## src/rtl/dac_loader_defs.svh

```systemverilog
// timing and field constants for the serial channel loader
`ifndef DAC_LOADER_DEFS_SVH
`define DAC_LOADER_DEFS_SVH
`define FRAME_BITS 12
`define ADDR_MSB 11
`define ADDR_LSB 8
`define CODE_MSB 7
`define CODE_LSB 0
`define CHAN_COUNT 12
`define CHAN_FIRST 4'h1
`define CHAN_LAST 4'hC
`define CODE_FULL 8'hFF
`define CLK_FREQ_HZ 125000000
`define LINK_HALF_NS 200
`define LINK_HALF_CYC ((`LINK_HALF_NS * 125 + 999) / 1000)
`define STROBE_HIGH_NS 100
`define STROBE_HIGH_CYC ((`STROBE_HIGH_NS * 125 + 999) / 1000)
`endif

```

## src/rtl/dac_loader_pkg.sv

```systemverilog
// types shared by both ends of the serial channel loader
package dac_loader_pkg;
  typedef logic [11:0] frame_t;
  typedef logic [7:0] code_t;
  typedef logic [3:0] addr_t;
  typedef enum logic [2:0] {
    ST_IDLE = 3'b000,
    ST_LOW = 3'b001,
    ST_HIGH = 3'b010,
    ST_STROBE = 3'b011,
    ST_GAP = 3'b100
  } host_state_t;
endpackage : dac_loader_pkg

```

## src/rtl/dac_link_if.sv

```systemverilog
// three wire link plus chain output between host and converter
`timescale 1ns/1ns
interface dac_link_if;
  logic serial_frame_in;
  logic shift_clock;
  logic latch_strobe;
  logic serial_frame_out;
  modport host (
    output serial_frame_in,
    output shift_clock,
    output latch_strobe,
    input serial_frame_out
  );
  modport device (
    input serial_frame_in,
    input shift_clock,
    input latch_strobe,
    output serial_frame_out
  );
endinterface : dac_link_if

```

## src/rtl/dac_channel_loader.sv

```systemverilog
// converter end: shift register, load decode and channel latches
//
// Behaviour
// - twelve bit frame: address high, code low
// - host shifts bit eleven first
// - rising shift clock shifts input into bit zero
// - serial output shows shift register top bit
// - strobe high writes code to addressed latch
// - address bit eight weighs eight, reversed
// - code n gives low plus n steps
// - host limits shift clock rate
// - devices chain output to next input
`timescale 1ns/1ns
`include "dac_loader_defs.svh"
module dac_channel_loader #(
  parameter int CHANNELS = `CHAN_COUNT
) (
  input wire logic clock,
  input wire logic rstn,
  dac_link_if.device link,
  output dac_loader_pkg::code_t channel_outputs [CHANNELS],
  output logic [15:0] code_step_level [CHANNELS]
);
  import dac_loader_pkg::*;

  // ----------------------------------------------------------------
  // pin synchronisers
  // ----------------------------------------------------------------
  logic [2:0] din_sync_r;
  logic [2:0] sclk_sync_r;
  logic [2:0] strobe_sync_r;
  logic din_r;
  logic sclk_r;
  logic strobe_r;
  logic sclk_prev_r;
  frame_t shift_r;

  // three stages; a change counts once stages two and three agree
  always_ff @(posedge clock or negedge rstn) begin
    if (!rstn) begin
      din_sync_r <= 3'h0;
      sclk_sync_r <= 3'h0;
      strobe_sync_r <= 3'h0;
    end else begin
      din_sync_r <= {din_sync_r[1:0], link.serial_frame_in};
      sclk_sync_r <= {sclk_sync_r[1:0], link.shift_clock};
      strobe_sync_r <= {strobe_sync_r[1:0], link.latch_strobe};
    end
  end

  // filtered levels only move when the last two stages agree
  always_ff @(posedge clock or negedge rstn) begin
    if (!rstn) begin
      din_r <= 1'b0;
      sclk_r <= 1'b0;
      strobe_r <= 1'b0;
      sclk_prev_r <= 1'b0;
    end else begin
      if (din_sync_r[1] == din_sync_r[2]) din_r <= din_sync_r[2];
      if (sclk_sync_r[1] == sclk_sync_r[2]) sclk_r <= sclk_sync_r[2];
      if (strobe_sync_r[1] == strobe_sync_r[2])
        strobe_r <= strobe_sync_r[2];
      sclk_prev_r <= sclk_r;
    end
  end

  // ----------------------------------------------------------------
  // shift register
  // ----------------------------------------------------------------
  // data path lags clock path by the same stages, so setup is kept
  always_ff @(posedge clock or negedge rstn) begin
    if (!rstn) begin
      shift_r <= '0;
    end else if (sclk_r && !sclk_prev_r) begin
      shift_r <= {shift_r[`FRAME_BITS-2:0], din_r};
    end
  end

  assign link.serial_frame_out = shift_r[`FRAME_BITS-1];

  // ----------------------------------------------------------------
  // address decode and channel latches
  // ----------------------------------------------------------------
  // bit eleven weighs one, so the field is read bit reversed
  function automatic addr_t decode_addr(input frame_t f);
    decode_addr = {f[8], f[9], f[10], f[11]};
  endfunction : decode_addr

  addr_t sel_addr;
  assign sel_addr = decode_addr(shift_r);

  // level sensitive in effect: rewritten every cycle strobe is high
  always_ff @(posedge clock or negedge rstn) begin
    if (!rstn) begin
      for (int i = 0; i < CHANNELS; i++) channel_outputs[i] <= 8'h00;
    end else if (strobe_r) begin
      for (int i = 0; i < CHANNELS; i++) begin
        // codes 0 and 13..15 match nothing and change nothing
        if (sel_addr == 4'(i + 1))
          channel_outputs[i] <= shift_r[`CODE_MSB:`CODE_LSB];
      end
    end
  end

  // output level in steps of span/255, scaled by 257 for a 16-bit word
  always_comb begin
    for (int i = 0; i < CHANNELS; i++)
      code_step_level[i] = {channel_outputs[i], channel_outputs[i]};
  end
endmodule : dac_channel_loader

```

## src/flat_wrapper.sv

```systemverilog
// flat-port wrapper written by rule: the top's interface ports become plain ports
module dac_channel_loader_flat import dac_loader_pkg::*;
#(
  parameter int CHANNELS = `CHAN_COUNT
)
  (clock, rstn, channel_outputs, code_step_level, link_serial_frame_in, link_shift_clock, link_latch_strobe, link_serial_frame_out);
  dac_link_if link_i ();
  input wire logic clock;
  input wire logic rstn;
  output dac_loader_pkg::code_t channel_outputs[CHANNELS];
  output logic [15:0] code_step_level[CHANNELS];
  input wire logic [$bits(link_i.serial_frame_in)-1:0] link_serial_frame_in;
  input wire logic [$bits(link_i.shift_clock)-1:0] link_shift_clock;
  input wire logic [$bits(link_i.latch_strobe)-1:0] link_latch_strobe;
  output wire logic [$bits(link_i.serial_frame_out)-1:0] link_serial_frame_out;
  assign link_i.serial_frame_in = link_serial_frame_in;
  assign link_i.shift_clock = link_shift_clock;
  assign link_i.latch_strobe = link_latch_strobe;
  assign link_serial_frame_out = link_i.serial_frame_out;
  dac_channel_loader #(.CHANNELS(CHANNELS)) u_core (.clock(clock), .rstn(rstn), .link(link_i), .channel_outputs(channel_outputs), .code_step_level(code_step_level));
endmodule
```

## config.mk

```make
export PLATFORM = sky130hd
export DESIGN_NAME = dac_channel_loader_flat
export DESIGN_NICKNAME = d
export VERILOG_FILES = /design/src/rtl/dac_loader_pkg.sv /design/src/rtl/dac_link_if.sv /design/src/rtl/dac_channel_loader.sv /design/src/flat_wrapper.sv
export VERILOG_INCLUDE_DIRS = /design/src /design/src/rtl
export SDC_FILE = /design/constraint.sdc
export NUM_CORES = 1
export LEC_CHECK = 0
export BUFFER_PORTS_ARGS = -buffer_cell sky130_fd_sc_hd__buf_2
export CORE_AREA = 2 2 115 117
export CTS_CLUSTER_DIAMETER = 60
export CTS_CLUSTER_SIZE = 12
export DETAILED_ROUTE_END_ITERATION = 10
export DIE_AREA = 0 0 117 119
export PLACE_DENSITY = 0.81
export SYNTH_ARGS = -nofsm -noshare
export SYNTH_HDL_FRONTEND = slang
export SYNTH_SLANG_ARGS = --single-unit
```

## constraint.sdc

```tcl
create_clock -name clock -period 2.54 [get_ports clock]
set_clock_uncertainty 0.05 [all_clocks]
set_input_delay 0.127 -clock clock [delete_from_list [all_inputs] [get_ports clock]]
set_output_delay 0.127 -clock clock [all_outputs]
set_load 0.05 [all_outputs]
```

-- Word-level counts from Yosys, hierarchy flattened
Index checks and enable logic that the tools add are counted.
- eq/ne operators: 15
- reductions and logical operators: 14
- operators with widths (operator ; count):
    2-bit AND reduction ; 12
    4-bit == test, second input constant ; 5
    4-bit by 3-bit == test with 1-bit output, second input constant ; 4
    4-bit by 2-bit == test with 1-bit output, second input constant ; 2
    4-bit by 1-bit == test with 1-bit output, second input constant ; 1
    1-bit == test ; 3
    1-bit logical AND ; 1
    1-bit logical NOT ; 1
- bits in registers: 121
- input bits: 5
- output and inout bits: 289
- word-level logic and storage cells: 49

-- Longest topological paths before layout
- depth in word-level cells: 2
- gate-level depth with buffers: 4
- mapped depth without buffers: 3

-- Least setup slack after synthesis
OpenSTA, ideal clock, no wires.
- path type: register to register
- start: register u_core.shift_r[11]
- end: register u_core.channel_outputs[40] in the netlist's numbering
- library setup time: 0.125 ns
- arrival: 1.531 ns
- path slack: 0.834 ns
- stages on the path, launching flop included: 4
- path buffers: 0
- clock period less this slack: 1.706 ns
- path through: dfrtp_1 > nand2_1 > nor2_2 > mux2_2
- longest elaborated chain between the ends: 2
- ends and longest elaborated chain (item ; RTL line ; RTL):
    from (decl) ; dac_channel_loader.sv:36 ; frame_t shift_r;
    from (signal assigned) ; dac_channel_loader.sv:75 ; shift_r <= {shift_r[`FRAME_BITS-2:0], din_r};
    4-bit by 3-bit == test with 1-bit output ; dac_channel_loader.sv:99 ; if (sel_addr == 4'(i + 1))
    2-bit AND reduction (no source line) ; n/a ;
    to (signal, indexed assignment) ; dac_channel_loader.sv:100 ; channel_outputs[i] <= shift_r[`CODE_MSB:`CODE_LSB];
    to (decl) ; dac_channel_loader.sv:21 ; output dac_loader_pkg::code_t channel_outputs [CHANNELS],
Every way passes these cells.
A chain may end at the register's enable or synchronous reset.

-- Final worst setup path
- start: register u_core.shift_r[9]
- end: register u_core.channel_outputs[17] in the netlist's numbering
- longest elaborated chain between the ends: 2
- ends and longest elaborated chain (item ; RTL line):
    4-bit == test ; dac_channel_loader.sv:99
    2-bit AND reduction (no source line) ; n/a
Every way passes these cells.

==> summary.md <==
| Metric | Value |
|---|---|
| Mapped cell area | 0.00591 mm^2 |
| TritonCTS Sinks | 121 |
| RR Startpoint | u_core.shift_r[9] |
| Final Hold Fails | 0 |
| CTS Buffer Depth | 2 |
| Type of origin of the critical path | flop |
| Flops & latches, synth | 121 |
| Vias per cell | 4.58 |
| DIE WIDTH | 117 um |
| Crit-path max cell delay | 0.51 ns |
| Fin crit period | 1.83 ns |
| I/O pin count | 294 |
| Crit end category | flop |
| Setup_tns | 0 ns |
| Number of synthesis warnings | 0 |
| Initial DRC count | 118 |
| Drt pass-1 iters | 4 |
| FF/Latch Area | 0.00303 mm^2 |
| Complex-gate fraction of the synthesized area | 0 |
| Worst slew pin tran | 0.715 ns |
| FILL cells | 1103 |
| Vias | 3480 |
| Netlist cell types | 17 |
| Avg Inst Size Synth | 12.9 um^2 |
| Num CTS Buffers | 17 |
| Post-synthesis adder-cell area fraction | 0.00508 |
| Post-CTS sizing | 0 |
| Part of the cycle the worst path needs | 0.722 |
| Total GRT Usage | 0.186 |
| Overflow after GRT | 0 |
| Most frequent cells in the layout | buf_2 (292), dfrtp_1 (121), mux2_2 (100) |
| Final setup vio count | 0 |
| Synth top area share | 0.512 |
| Min-Delay Path Class | in -> async |
| Largest family of logic cells by synthesized area | buffers and inverters |
| Vias in the first global route | 3202 |
| Routed WL per cell | 17.0 um |
| Unrepaired setup endpoints after global routing | no |
| Detail Route Antenna Nets | 0 |
| CP arrival | 2.07 ns |
| Max Slew Vio Count | 0 |
| Status | finished clean |
| Area occupied by multi-input gates | 0.00138 mm^2 |
| HPWL after DPL | 8990 um |
| Sequential area share after synthesis | 0.512 |
| Final Non-Filler Cells | 760 |
| Ranking of synthesized cells by area | dfrtp_1 (51%), buf_4 (24%), mux2_2 (19%) |
| Initial antenna violation count | 0 |
| CP max-delay cell | nor2_2 |
| Post-layout nets | 576 |
| Crit path max fanout | 8 |
| Core Area | 0.0129 mm^2 |
| Starting density of the core | 0.459 |
| Cell family with most CP delay | simple AND/OR/NAND/NOR gates |
| Launch point of the critical path | u_core.shift_r[9] |
| Max cap viols | 0 |
| Post-synthesis simple-gate area fraction | 0.0231 |
| Port Buffer Count | 293 |
| Drc violations | 0 |
| Largest net degree at the start of global routing | 89 |
| Slew margin rel. | 0.524 |
| Clock Latency Late Sink | 0.40 ns |
| Crit Path Class | reg -> reg |
| First-pass GRT wire length | 18900 um |
| Final Wtd Congestion | 0.696 |
| Setup Buffers After CTS | 0 |
| Clock transition at the registers of the reported paths | 0.05 ns |
| Mux cell area share after synthesis | 0.206 |
| Chip Height | 119 um |
| Area grow syn2layout | 14.5% |
| Synth Net Count | 463 |
| Row cnt | 42 |
| CTS tree | done |
| WL final | 12900 um |
| Root buf cell | clkbuf_16 |
| Yosys top cell by area | dfrtp_1 |
| Ant. Diodes | 0 |
| Synthesized instance count | 458 |
| Most common cell after layout, fill and taps aside | buf_2 |
| Dpl cells | 724 |
| Die area | 0.0139 mm^2 |
| Share of cells above drive strength 1 | 0.741 |
| XOR/XNOR Fraction of Synth Area | 0 |
| Buf/Inv on CP | 0 |
| Req. time, crit path | 2.77 ns |
| Critical Path, Cell by Cell | nand3b_1 -> nor2_2 -> mux2_2 |
| H-tree Lvls | 4 |
| FMAX | 0.545 GHz |
| Hold_buf cts | 4 |
worst paths after layout:
| path | slack (ns) | end | cells after the start |
|---|---|---|---|
| max in group asynchronous | 1.44 | u_core.channel_outputs[14] | 3 |
| hold / removal | 0.16 | u_core.channel_outputs[76] | 2 |
| hold reg to reg | 0.30 | u_core.sclk_sync_r[1] | 0 |
| min in group clock | 0.30 | u_core.sclk_sync_r[1] | 0 |
| setup reg to reg | 0.71 | u_core.channel_outputs[17] | 3 |
| setup / recovery | 0.71 | u_core.channel_outputs[17] | 3 |
cells by family after synthesis:
group         count (synthesis)
fa+ha+maj                     3
buf+inv                     206
flops                       121
mux                         108
simple gates                 20
sequential cells by signal (all words and copies together) (netlist names):
register,count
u_core.din_r,1
u_core.sclk_sync_r,3
u_core.strobe_sync_r,3
u_core.shift_r,12
u_core.sclk_r,1
u_core.sclk_prev_r,1
u_core.din_sync_r,3
u_core.strobe_r,1
u_core.channel_outputs,96
stage by stage:
stage	hold slack, ns	cell area (um^2)	util	worst slack (ns)
after floorplan	-0.219	5910	-	0.834
after global placement	0.0472	6130	0.476	0.760
after detailed placement	0.0575	6130	0.476	0.695
after CTS	0.170	6770	0.526	0.668
after global routing	0.202	6770	0.526	0.574
final	0.163	6770	0.526	0.706
Yosys cell counts (all sizes together):
cell    count
buf       198
clkbuf      8
dfrtp     121
maj3        3
mux2      108
nand2       1
nand2b      5
nand3b      2
nand4       1
nor2        7
nor2b       2
nor3b       1
or3         1
routing by layer:
metal | track usage | wire [um] | vias up
met5 | 0 | 0 | -
met4 | 0.0463 | 74 | 0
met3 | 0.0483 | 690 | 5
met2 | 0.333 | 7080 | 166
met1 | 0.221 | 5090 | 1764
li1 | - | - | 1545
layout make-up:
| class | instances | area share |
|---|---|---|
| well taps | 176 | 0.0325 |
| repair buffers | 300 | 0.228 |
| clock inverters | 12 | 0.0220 |
| clock buffers | 20 | 0.0660 |
| flip-flops and latches | 121 | 0.447 |
| multi-input cells | 131 | 0.204 |
Power is left out: the tool's default activity adds up to more than one toggle a clock period on the data nets, which glitch-free logic cannot reach.
